===== config.mk =====
export PLATFORM = sky130hd
export DESIGN_NAME = acquisition_config_control
export DESIGN_NICKNAME = d
export VERILOG_FILES = /design/src/design/rate_tick_gen.v /design/src/design/acquisition_config_control.v
export VERILOG_INCLUDE_DIRS = /design/src /design/src/design
export SDC_FILE = /design/constraint.sdc
export NUM_CORES = 1
export LEC_CHECK = 0
export ABC_CLOCK_PERIOD_IN_PS = 4000
export BUFFER_PORTS_ARGS = -buffer_cell sky130_fd_sc_hd__buf_4
export CORE_UTILIZATION = 58
export CTS_BUF_LIST = sky130_fd_sc_hd__clkbuf_2 sky130_fd_sc_hd__clkbuf_4 sky130_fd_sc_hd__clkbuf_8
export CTS_CLUSTER_SIZE = 25
export DETAILED_ROUTE_END_ITERATION = 7
export MAX_ROUTING_LAYER = met4
export PLACE_DENSITY = 0.84
export SYNTH_ARGS = -nofsm -noshare
export SYNTH_HDL_FRONTEND = slang
export SYNTH_SLANG_ARGS = --single-unit

===== constraint.sdc =====
create_clock -name sys_clk -period 4 [get_ports sys_clk]
set_clock_uncertainty 0.15 [all_clocks]
set_input_delay 0.6 -clock sys_clk [delete_from_list [all_inputs] [get_ports sys_clk]]
set_output_delay 0.6 -clock sys_clk [all_outputs]
set_load 0.05 [all_outputs]

===== src/design/acq_defs.vh =====
`ifndef ACQ_DEFS_VH
`define ACQ_DEFS_VH

// Register word indices and byte addresses.
`define ACQ_CFG_IDX 8'h62
`define ACQ_CFG_ADDR 12'h188
`define ACQ_IRQ_STAT_ADDR 12'h200
`define ACQ_IRQ_CLR_ADDR 12'h204
`define ACQ_IRQ_EN_ADDR 12'h208
`define ACQ_ACC_UPPER_ADDR 12'h20c
`define ACQ_ACC_LOWER_ADDR 12'h210
`define ACQ_CAL_OFFSET_ADDR 12'h214

// Configuration register field positions.
`define ACQ_STUCK_BIT 15
`define ACQ_CAL_BIT 14
`define ACQ_ACC_BIT 13
`define ACQ_OVERSAMPLE_FREQ_SEL_HI 12
`define ACQ_OVERSAMPLE_FREQ_SEL_LO 11
`define ACQ_THERM_BIAS_PIN_HI 10
`define ACQ_THERM_BIAS_PIN_LO 9
`define ACQ_CFG_USED_LO 9

// Reset values.
`define ACQ_CFG_RST 7'h00
`define ACQ_IRQ_RST 5'h00
`define ACQ_THR_RST 12'h000
`define ACQ_CAL_RST 12'h000

// Interrupt status bit positions.
`define ACQ_IRQ_ZS 0
`define ACQ_IRQ_FS 1
`define ACQ_IRQ_OVER 2
`define ACQ_IRQ_UNDER 3
`define ACQ_IRQ_DONE 4

// Scan configuration codes and expected stuck-at results.
`define ACQ_SCAN_CMP_ONLY 3'h2
`define ACQ_SCAN_BOTH 3'h1
`define ACQ_ZS_EXPECT 12'h000
`define ACQ_FS_EXPECT 12'hfff
`define ACQ_RES_MAX 12'hfff

// Clock rate and oversampling frequencies in Hz.
`define ACQ_CLK_HZ 200000000
`define ACQ_OVERSAMPLE_FREQ_SEL_50_HZ 1600
`define ACQ_OVERSAMPLE_FREQ_SEL_60_HZ 1920
`define ACQ_DIV_50 (`ACQ_CLK_HZ / `ACQ_OVERSAMPLE_FREQ_SEL_50_HZ)
`define ACQ_DIV_60 (`ACQ_CLK_HZ / `ACQ_OVERSAMPLE_FREQ_SEL_60_HZ)

`endif


===== src/design/rate_tick_gen.v =====
`timescale 1ns/100ps
`include "acq_defs.vh"

module rate_tick_gen #(
	parameter integer CNT_W = 17,
	parameter integer DIV_50 = `ACQ_DIV_50,
	parameter integer DIV_60 = `ACQ_DIV_60
) (
	// Clock and reset.
	input wire sys_clk,
	input wire reset_n,
	// Rate selection.
	input wire paced,
	input wire [1:0] freq_sel,
	// Sample enable.
	output reg tick
);

	reg [CNT_W-1:0] cnt_r;
	wire [CNT_W-1:0] div_cnt;
	wire fixed;

	assign fixed = paced && (freq_sel != 2'b00);
	assign div_cnt = freq_sel[1] ? DIV_60[CNT_W-1:0] : DIV_50[CNT_W-1:0];

	////////////////////////////////////////////////////////////////////////
	// Free pace holds the enable high, a fixed rate pulses it once a period.
	always @(posedge sys_clk) begin
		if (!reset_n) begin
			cnt_r <= {CNT_W{1'b0}};
			tick <= 1'b0;
		end else if (!fixed) begin
			cnt_r <= {CNT_W{1'b0}};
			tick <= 1'b1;
		end else if (cnt_r >= div_cnt - {{(CNT_W-1){1'b0}}, 1'b1}) begin
			cnt_r <= {CNT_W{1'b0}};
			tick <= 1'b1;
		end else begin
			cnt_r <= cnt_r + {{(CNT_W-1){1'b0}}, 1'b1};
			tick <= 1'b0;
		end
	end

endmodule


===== src/design/acquisition_config_control.v =====
// Functional notes
// - Stuck bit set: after each converter sequence force zero- and full-scale inputs.
// - Forced-low result not 000 raises zero alert; forced-high not fff raises full alert.
// - Calibration correction applied to converter results only while calibration bit set.
// - Comparator results pass unchanged whatever the calibration bit says.
// - Accuracy bit set: after comparator sequences test through the quarter-gain path.
// - Accuracy result above upper or below lower threshold raises over or under alert.
// - Frequency field: 00 free, 01 gives 1.60 kHz, 1x gives 1.92 kHz.
// - Selected frequency applies only while the oversampling ratio is above 000.
// - Field 00 runs at the fastest rate the engine's own workload allows.
// - Bias mode: 0x closed during acquisition, 10 always open, 11 always closed.
`timescale 1ns/100ps
`include "acq_defs.vh"

module acquisition_config_control #(
	parameter integer DIV_50 = `ACQ_DIV_50,
	parameter integer DIV_60 = `ACQ_DIV_60,
	parameter integer RES_W = 12
) (
	// Clock and reset.
	input wire sys_clk,
	input wire reset_n,
	// AHB-Lite slave.
	input wire hsel,
	input wire [11:0] haddr,
	input wire [1:0] htrans,
	input wire hwrite,
	input wire [2:0] hsize,
	input wire hready,
	input wire [31:0] hwdata,
	output wire hreadyout,
	output wire hresp,
	output reg [31:0] hrdata,
	// Measurement engine sequence control.
	input wire seq_start,
	input wire [2:0] scan_config,
	input wire [2:0] oversample_ratio_sel,
	input wire seq_done,
	output wire acq_active,
	output wire seq_busy,
	output wire sample_tick,
	// Converter path.
	input wire conv_valid,
	input wire [RES_W-1:0] conv_data,
	output reg conv_force_low,
	output reg conv_force_high,
	output reg diag_conv_req,
	output reg result_valid,
	output reg [RES_W-1:0] result_data,
	// Comparator path.
	input wire cmp_valid,
	input wire [RES_W-1:0] cmp_data,
	output reg quarter_gain_path,
	output reg diag_cmp_req,
	output reg cmp_result_valid,
	output reg [RES_W-1:0] cmp_result_data,
	// Thermistor bias switch.
	output wire therm_bias_pin,
	// Alerts and interrupt.
	output wire alert_conv_zero_scale,
	output wire alert_conv_full_scale,
	output wire alert_cmp_acc_over,
	output wire alert_cmp_acc_under,
	output wire irq
);

	localparam [2:0] ST_IDLE = 3'd0;
	localparam [2:0] ST_ACQ = 3'd1;
	localparam [2:0] ST_ZS_REQ = 3'd2;
	localparam [2:0] ST_ZS_WAIT = 3'd3;
	localparam [2:0] ST_FS_REQ = 3'd4;
	localparam [2:0] ST_FS_WAIT = 3'd5;
	localparam [2:0] ST_CA_REQ = 3'd6;
	localparam [2:0] ST_CA_WAIT = 3'd7;

	// Configuration field storage, bits 15 down to 9.
	reg [6:0] cfg_r;
	reg [4:0] irq_stat_r;
	reg [4:0] irq_stat_nxt;
	reg [4:0] irq_en_r;
	reg [RES_W-1:0] acc_upper_r;
	reg [RES_W-1:0] acc_lower_r;
	reg [RES_W-1:0] cal_offset_r;
	reg [2:0] state_r;
	reg [2:0] state_nxt;
	reg [2:0] scan_r;
	reg wr_pend_r;
	reg rd_pend_r;
	reg [11:0] addr_r;
	reg [4:0] ev_set;
	reg [4:0] ev_clr;
	reg [31:0] rd_mux;
	reg therm_bias_r;

	wire stuck_en;
	wire cal_en;
	wire acc_en;
	wire [1:0] freq_sel;
	wire [1:0] therm_bias_pin_mode;
	wire bus_take;
	wire conv_used;
	wire cmp_used;

	////////////////////////////////////////////////////////////////////////
	// Saturating signed offset addition for calibration correction.
	function [RES_W-1:0] cal_correct;
		input [RES_W-1:0] raw;
		input [RES_W-1:0] offs;
		reg [RES_W+1:0] sum;
		begin
			sum = {2'b00, raw} + {{2{offs[RES_W-1]}}, offs};
			if (sum[RES_W+1])
				cal_correct = {RES_W{1'b0}};
			else if (sum[RES_W])
				cal_correct = `ACQ_RES_MAX;
			else
				cal_correct = sum[RES_W-1:0];
		end
	endfunction

	assign stuck_en = cfg_r[`ACQ_STUCK_BIT - `ACQ_CFG_USED_LO];
	assign cal_en = cfg_r[`ACQ_CAL_BIT - `ACQ_CFG_USED_LO];
	assign acc_en = cfg_r[`ACQ_ACC_BIT - `ACQ_CFG_USED_LO];
	assign freq_sel = cfg_r[`ACQ_OVERSAMPLE_FREQ_SEL_HI - `ACQ_CFG_USED_LO:`ACQ_OVERSAMPLE_FREQ_SEL_LO - `ACQ_CFG_USED_LO];
	assign therm_bias_pin_mode = cfg_r[`ACQ_THERM_BIAS_PIN_HI - `ACQ_CFG_USED_LO:`ACQ_THERM_BIAS_PIN_LO - `ACQ_CFG_USED_LO];

	////////////////////////////////////////////////////////////////////////
	// Bus slave: writes land in the data phase, reads take one wait state.
	// Only whole-word transfers are expected, so hsize is not decoded.
	assign bus_take = hsel && htrans[1] && hready;
	assign hreadyout = !rd_pend_r;
	assign hresp = 1'b0;

	always @(posedge sys_clk) begin
		if (!reset_n) begin
			wr_pend_r <= 1'b0;
			rd_pend_r <= 1'b0;
			addr_r <= 12'h000;
		end else begin
			wr_pend_r <= bus_take && hwrite;
			rd_pend_r <= bus_take && !hwrite;
			if (bus_take)
				addr_r <= haddr;
		end
	end

	// Unmapped addresses and the clear register read back as zero.
	always @* begin
		rd_mux = 32'h00000000;
		case (addr_r)
			`ACQ_CFG_ADDR: rd_mux = {16'h0000, cfg_r, 9'h000};
			`ACQ_IRQ_STAT_ADDR: rd_mux = {27'h0000000, irq_stat_r};
			`ACQ_IRQ_EN_ADDR: rd_mux = {27'h0000000, irq_en_r};
			`ACQ_ACC_UPPER_ADDR: rd_mux = {20'h00000, acc_upper_r};
			`ACQ_ACC_LOWER_ADDR: rd_mux = {20'h00000, acc_lower_r};
			`ACQ_CAL_OFFSET_ADDR: rd_mux = {20'h00000, cal_offset_r};
			default: rd_mux = 32'h00000000;
		endcase
	end

	always @(posedge sys_clk) begin
		if (!reset_n)
			hrdata <= 32'h00000000;
		else if (rd_pend_r)
			hrdata <= rd_mux;
	end

	////////////////////////////////////////////////////////////////////////
	// Software registers.
	// The status register is read-only; a write to it falls to the default branch.
	always @(posedge sys_clk) begin
		if (!reset_n) begin
			cfg_r <= `ACQ_CFG_RST;
			irq_en_r <= `ACQ_IRQ_RST;
			acc_upper_r <= `ACQ_THR_RST;
			acc_lower_r <= `ACQ_THR_RST;
			cal_offset_r <= `ACQ_CAL_RST;
		end else if (wr_pend_r) begin
			case (addr_r)
				`ACQ_CFG_ADDR: cfg_r <= hwdata[15:`ACQ_CFG_USED_LO];
				`ACQ_IRQ_EN_ADDR: irq_en_r <= hwdata[4:0];
				`ACQ_ACC_UPPER_ADDR: acc_upper_r <= hwdata[RES_W-1:0];
				`ACQ_ACC_LOWER_ADDR: acc_lower_r <= hwdata[RES_W-1:0];
				`ACQ_CAL_OFFSET_ADDR: cal_offset_r <= hwdata[RES_W-1:0];
				default: cfg_r <= cfg_r;
			endcase
		end
	end

	////////////////////////////////////////////////////////////////////////
	// Sequence controller with end-of-sequence diagnostics.
	// A result strobe in a request cycle is ignored; results count only in wait states.
	assign conv_used = (scan_r != `ACQ_SCAN_CMP_ONLY);
	assign cmp_used = (scan_r == `ACQ_SCAN_BOTH) || (scan_r == `ACQ_SCAN_CMP_ONLY);
	assign acq_active = (state_r == ST_ACQ);
	assign seq_busy = (state_r != ST_IDLE);

	always @* begin
		state_nxt = state_r;
		case (state_r)
			ST_IDLE: begin
				if (seq_start)
					state_nxt = ST_ACQ;
			end
			ST_ACQ: begin
				if (seq_done) begin
					if (stuck_en && conv_used)
						state_nxt = ST_ZS_REQ;
					else if (acc_en && cmp_used)
						state_nxt = ST_CA_REQ;
					else
						state_nxt = ST_IDLE;
				end
			end
			ST_ZS_REQ: state_nxt = ST_ZS_WAIT;
			ST_ZS_WAIT: begin
				if (conv_valid)
					state_nxt = ST_FS_REQ;
			end
			ST_FS_REQ: state_nxt = ST_FS_WAIT;
			ST_FS_WAIT: begin
				if (conv_valid) begin
					if (acc_en && cmp_used)
						state_nxt = ST_CA_REQ;
					else
						state_nxt = ST_IDLE;
				end
			end
			ST_CA_REQ: state_nxt = ST_CA_WAIT;
			ST_CA_WAIT: begin
				if (cmp_valid)
					state_nxt = ST_IDLE;
			end
			default: state_nxt = ST_IDLE;
		endcase
	end

	always @(posedge sys_clk) begin
		if (!reset_n) begin
			state_r <= ST_IDLE;
			scan_r <= 3'h0;
			conv_force_low <= 1'b0;
			conv_force_high <= 1'b0;
			diag_conv_req <= 1'b0;
			quarter_gain_path <= 1'b0;
			diag_cmp_req <= 1'b0;
		end else begin
			state_r <= state_nxt;
			if (state_r == ST_IDLE && seq_start)
				scan_r <= scan_config;
			conv_force_low <= (state_nxt == ST_ZS_REQ) || (state_nxt == ST_ZS_WAIT);
			conv_force_high <= (state_nxt == ST_FS_REQ) || (state_nxt == ST_FS_WAIT);
			diag_conv_req <= (state_nxt == ST_ZS_REQ) || (state_nxt == ST_FS_REQ);
			quarter_gain_path <= (state_nxt == ST_CA_REQ) || (state_nxt == ST_CA_WAIT);
			diag_cmp_req <= (state_nxt == ST_CA_REQ);
		end
	end

	////////////////////////////////////////////////////////////////////////
	// Result paths: calibration touches converter results only.
	// Diagnostic conversions never reach the result outputs.
	always @(posedge sys_clk) begin
		if (!reset_n) begin
			result_valid <= 1'b0;
			result_data <= {RES_W{1'b0}};
			cmp_result_valid <= 1'b0;
			cmp_result_data <= {RES_W{1'b0}};
		end else begin
			result_valid <= conv_valid && (state_r == ST_ACQ);
			if (conv_valid && state_r == ST_ACQ) begin
				if (cal_en)
					result_data <= cal_correct(conv_data, cal_offset_r);
				else
					result_data <= conv_data;
			end
			cmp_result_valid <= cmp_valid && (state_r == ST_ACQ);
			if (cmp_valid && state_r == ST_ACQ)
				cmp_result_data <= cmp_data;
		end
	end

	////////////////////////////////////////////////////////////////////////
	// Sticky alert status; a new event wins over a clear in the same cycle.
	// The clear register is write-one-to-clear and reads back as zero.
	always @* begin
		ev_set = 5'h00;
		ev_clr = 5'h00;
		ev_set[`ACQ_IRQ_ZS] = (state_r == ST_ZS_WAIT) && conv_valid &&
			(conv_data != `ACQ_ZS_EXPECT);
		ev_set[`ACQ_IRQ_FS] = (state_r == ST_FS_WAIT) && conv_valid &&
			(conv_data != `ACQ_FS_EXPECT);
		ev_set[`ACQ_IRQ_OVER] = (state_r == ST_CA_WAIT) && cmp_valid &&
			(cmp_data > acc_upper_r);
		ev_set[`ACQ_IRQ_UNDER] = (state_r == ST_CA_WAIT) && cmp_valid &&
			(cmp_data < acc_lower_r);
		ev_set[`ACQ_IRQ_DONE] = seq_busy && (state_nxt == ST_IDLE);
		if (wr_pend_r && addr_r == `ACQ_IRQ_CLR_ADDR)
			ev_clr = hwdata[4:0];
		irq_stat_nxt = (irq_stat_r & ~ev_clr) | ev_set;
	end

	always @(posedge sys_clk) begin
		if (!reset_n)
			irq_stat_r <= `ACQ_IRQ_RST;
		else
			irq_stat_r <= irq_stat_nxt;
	end

	assign alert_conv_zero_scale = irq_stat_r[`ACQ_IRQ_ZS];
	assign alert_conv_full_scale = irq_stat_r[`ACQ_IRQ_FS];
	assign alert_cmp_acc_over = irq_stat_r[`ACQ_IRQ_OVER];
	assign alert_cmp_acc_under = irq_stat_r[`ACQ_IRQ_UNDER];
	assign irq = |(irq_stat_r & irq_en_r);

	////////////////////////////////////////////////////////////////////////
	// Thermistor bias switch, registered so that the pin never glitches.
	always @(posedge sys_clk) begin
		if (!reset_n)
			therm_bias_r <= 1'b0;
		else if (therm_bias_pin_mode[1])
			therm_bias_r <= therm_bias_pin_mode[0];
		else
			therm_bias_r <= (state_nxt == ST_ACQ);
	end

	assign therm_bias_pin = therm_bias_r;

	////////////////////////////////////////////////////////////////////////
	// Oversampling sample enable, fixed only when oversampling is on.
	rate_tick_gen #(
		.CNT_W(17),
		.DIV_50(DIV_50),
		.DIV_60(DIV_60)
	) u_rate_tick (
		.sys_clk(sys_clk),
		.reset_n(reset_n),
		.paced(oversample_ratio_sel != 3'h0),
		.freq_sel(freq_sel),
		.tick(sample_tick)
	);

endmodule


==> impl_metrics.csv <==
group,metric,value,unit
clocking,postCtsSetupBuffers,0,
timing,totalNegativeSetupSlack,0,ps
finish,fillCellCount,1035,
setup_path,worst-path-max-fanout,12,
timing,finalSetupViolations,0,
setup_path,cp.required,4210,ps
setup_path,arrival,3090,ps
timing,finalCritPeriodShare,0.7196,
global_routing,grt-ovfl-total,0,
place,io_buffers,124,
setup_path,rrSetupSlack,1120,ps
place,dp_slack,817.9,ps
outcome,outcome,"completed",
route,wl_met1,8347,um
synth,ys_types,71,
synth,seq_area_frac_synth,0.3700,
synth,ys_async_sr_fraction,0,
clocking,clkLatencyLatePin,460,ps
clocking,cts.sink_count,139,
setup_path,crit_top_cell,"a211oi_1",
pwr,leakagePower,3.512,nW
global_routing,grt_max_degree,36,
route,dr.first_iter.drc_count,638,
clocking,cts_tree,"built",
route,vias_per_cell,5.913,
floorplan,rows,41,
finish,diodes,0,
pwr,pwr_density_cell,337.3,mW/mm^2
setup_path,r2r_end,"result_data[8]",
clocking,h-tree-depth,4,
floorplan,io-pin-count,162,
hold_path,hp-class,"in2reg",
hold_path,hold_depth,2,
floorplan,die_area,0.01343,mm^2
setup_path,max_stage_delay,750,ps
setup_path,cp-start-kind,"flip-flop",
setup_path,ff2ff_path_depth,7,
floorplan,initial_core_util,0.5960,
setup_path,cp-end-kind,"flip-flop",
global_routing,grt_usage,0.3146,
timing,worst-slew-pin-transition,1031,ps
setup_path,path_cells,"ha_1, a211oi_1, o21ai_1, nor3b_1, a211oi_2, a21oi_1, a211oi_1",
finish,final_nets,1157,
timing,report.final.hold_viol_count,0,
timing,fmax,347.4,MHz
route,wire_per_inst,16.38,um
place,gp_congestion,0.9298,
floorplan,core-area,0.01262,mm^2
setup_path,cp_slowest_cell,"a211oi_2",
finish,final_util,0.6996,
timing,rsz0062_at_grt,"false",
clocking,cts.path.max_buffers,2,
place,hpwl,14520,um
clocking,cts-buffers-inserted,17,
route,vias,7137,
synth,synthCells,921,
pwr,ir_drop,0.2563,mV
route,top_layer,"met4",
global_routing,grt_pass1_wl,31820,um
setup_path,crit_type,"reg2reg",
setup_path,cp.buffers_inverters,0,
synth,ys_ff_latch,139,
setup_path,critPathTopFamily,"compound AO/OA/AOI/OAI gates",
clocking,clk_pin_slew,80,ps
global_routing,grt_pass1_vias,6543,
setup_path,reg2reg_from,"cal_offset_r[1]",
route,drc_errors,0,
route,drt-total-wl,19780,um
global_routing,antenna_found_initial,0,
timing,fin_crit,2878,ps
route,first_pass_iters,5,
timing,setup_ws,1122,ps
synth,synth_edf_count,0,
synth,synth-main-ff-cell,"dfxtp_1",
clocking,cts_hold_buf,0,
synth,syn_area,0.007521,mm^2
synth,avgSynthCellArea,8.166,um^2
timing,slew_violations,0,
timing,max_slew_margin,0.3125,
pwr,totalPowerFinal,2.977,mW
place,dpl.cell_count,1175,
finish,area_growth,17.38,%
floorplan,fp.dieW,115.9,um
route,wl_met2,9101,um
route,route.met3.wl,1776,um
clocking,clockRootBuffer,"clkbuf_8",
finish,final_cells,1207,
floorplan,fp.dieH,115.9,um
hold_path,min-delay-start,"hwrite",
flow_run,maxCapViolCount,0,
route,postRouteAntennaNets,0,
hold_path,whs_endpoint,"rd_pend_r",
finish,layout-drive-gt1-share,0.1816,
clocking,cts_resized,0,
synth,yosysWarnings,0,
[layer usage]
metal,up-vias,global-route usage
met5,-,-
met4,0,0.1393
met3,53,0.06172
met2,327,0.4798
met1,3317,0.4034
li1,3440,-
[worst max-delay path by stage]
stage	startpoint	endpoint	cells past startpoint
after floorplan	conv_data[0]	result_data[11]	8
after global placement	conv_data[0]	result_data[11]	9
after detailed placement	conv_data[4]	result_data[8]	8
after CTS	cal_offset_r[1]	result_data[8]	7
after global routing	cal_offset_r[2]	result_data[3]	7
final	cal_offset_r[1]	result_data[8]	7
[per-stage QoR]
stage / instance area (um^2) / hold WS (ps)
floorplan: 7581 / 294.8
global placement: 8436 / 292.5
detailed placement: 8436 / 301.1
CTS: 8828 / 147.0
global route: 8828 / 160.7
finish: 8828 / 160.6
[Yosys cell counts (9+ instances only)]
cell,count,share of area
dfxtp_1,139,0.37
nand2_1,127,0.063
a21oi_1,109,0.073
nor2_1,58,0.029
nand3_1,52,0.035
inv_1,48,0.024
ha_1,46,0.077
o21ai_0,44,0.029
clkbuf_1,31,0.015
buf_4,21,0.021
a211oi_1,16,0.016
xor2_1,16,0.019
mux2i_1,15,0.020
a21o_1,14,0.014
and3_1,14,0.012
buf_2,12,0.0080
nor3_1,12,0.0080
and2_1,11,0.0092
xnor2_1,9,0.010
[area by class of cell]
type                       instances  area (um^2)  area share
multi-input combinational        684         4267      0.4833
sequential                       139         2783      0.3152
timing repair buffer             132        991.0      0.1122
clock buffer                      18        247.7     0.02806
tap                              172        215.2     0.02438
inverter                          48        180.2     0.02041
clock inverter                    14        145.1     0.01644
[flip-flops by register name (all words and copies together), names as in the netlist]
signal and cells:
u_rate_tick.cnt_r 17, result_valid 1, conv_force_low 1, cal_offset_r 12, result_data 12, acc_upper_r 12, state_r 3, hrdata 16
irq_en_r 5, addr_r 12, rd_pend_r 1, wr_pend_r 1, conv_force_high 1, diag_conv_req 1, quarter_gain_path 1, cfg_r 7
acc_lower_r 12, irq_stat_r 5, cmp_result_data 12, diag_cmp_req 1, therm_bias_pin 1, u_rate_tick.tick 1, cmp_result_valid 1, scan_r 3
[logic make-up after synthesis]
logic type / Yosys count / synth area share
buffers and inverters: 114 / 0.07137
flip-flops: 139 / 0.3700
AND/OR/NAND/NOR: 322 / 0.2085
multiplexers: 19 / 0.02595
adder cells (fa/ha/maj): 47 / 0.07919
XOR/XNOR: 25 / 0.02911
other: 1 / 0.0004986
AO/OA/AOI/OAI: 254 / 0.2154
[where the power goes]
group	leakage (nW)	internal [mW]	switching [mW]
clock network	0.180	0.568	0.569
registers	1.12	1.41	0.0242
logic	2.21	0.138	0.265
[cells in the final DEF (no fill, tap or decap), types with 6 or more instances in the layout]
master      Yosys  layout
clkbuf_8        0      18
conb_1          1      17
nor2_1         58      58
a21oi_1       109     109
mux2i_1        15      15
dfxtp_1       139     139
nor3_1         12      11
and2_1         11      11
nand2_1       127     127
o21ai_0        44      44
ha_1           46      46
o21ai_1         6       6
clkinvlp_4      0       7
xor2_1         16      16
o211ai_1        6       6
nand4_1         8       8
a21o_1         14      14
and3_1         14      14
xnor2_1         9       9
a222oi_1        7       7
o21a_1          6       6
buf_4          21     132
nand3_1        52      52
nor2b_1         8       8
a211oi_1       16      16
inv_1          48      47
Power figures use the tool's default switching activity.
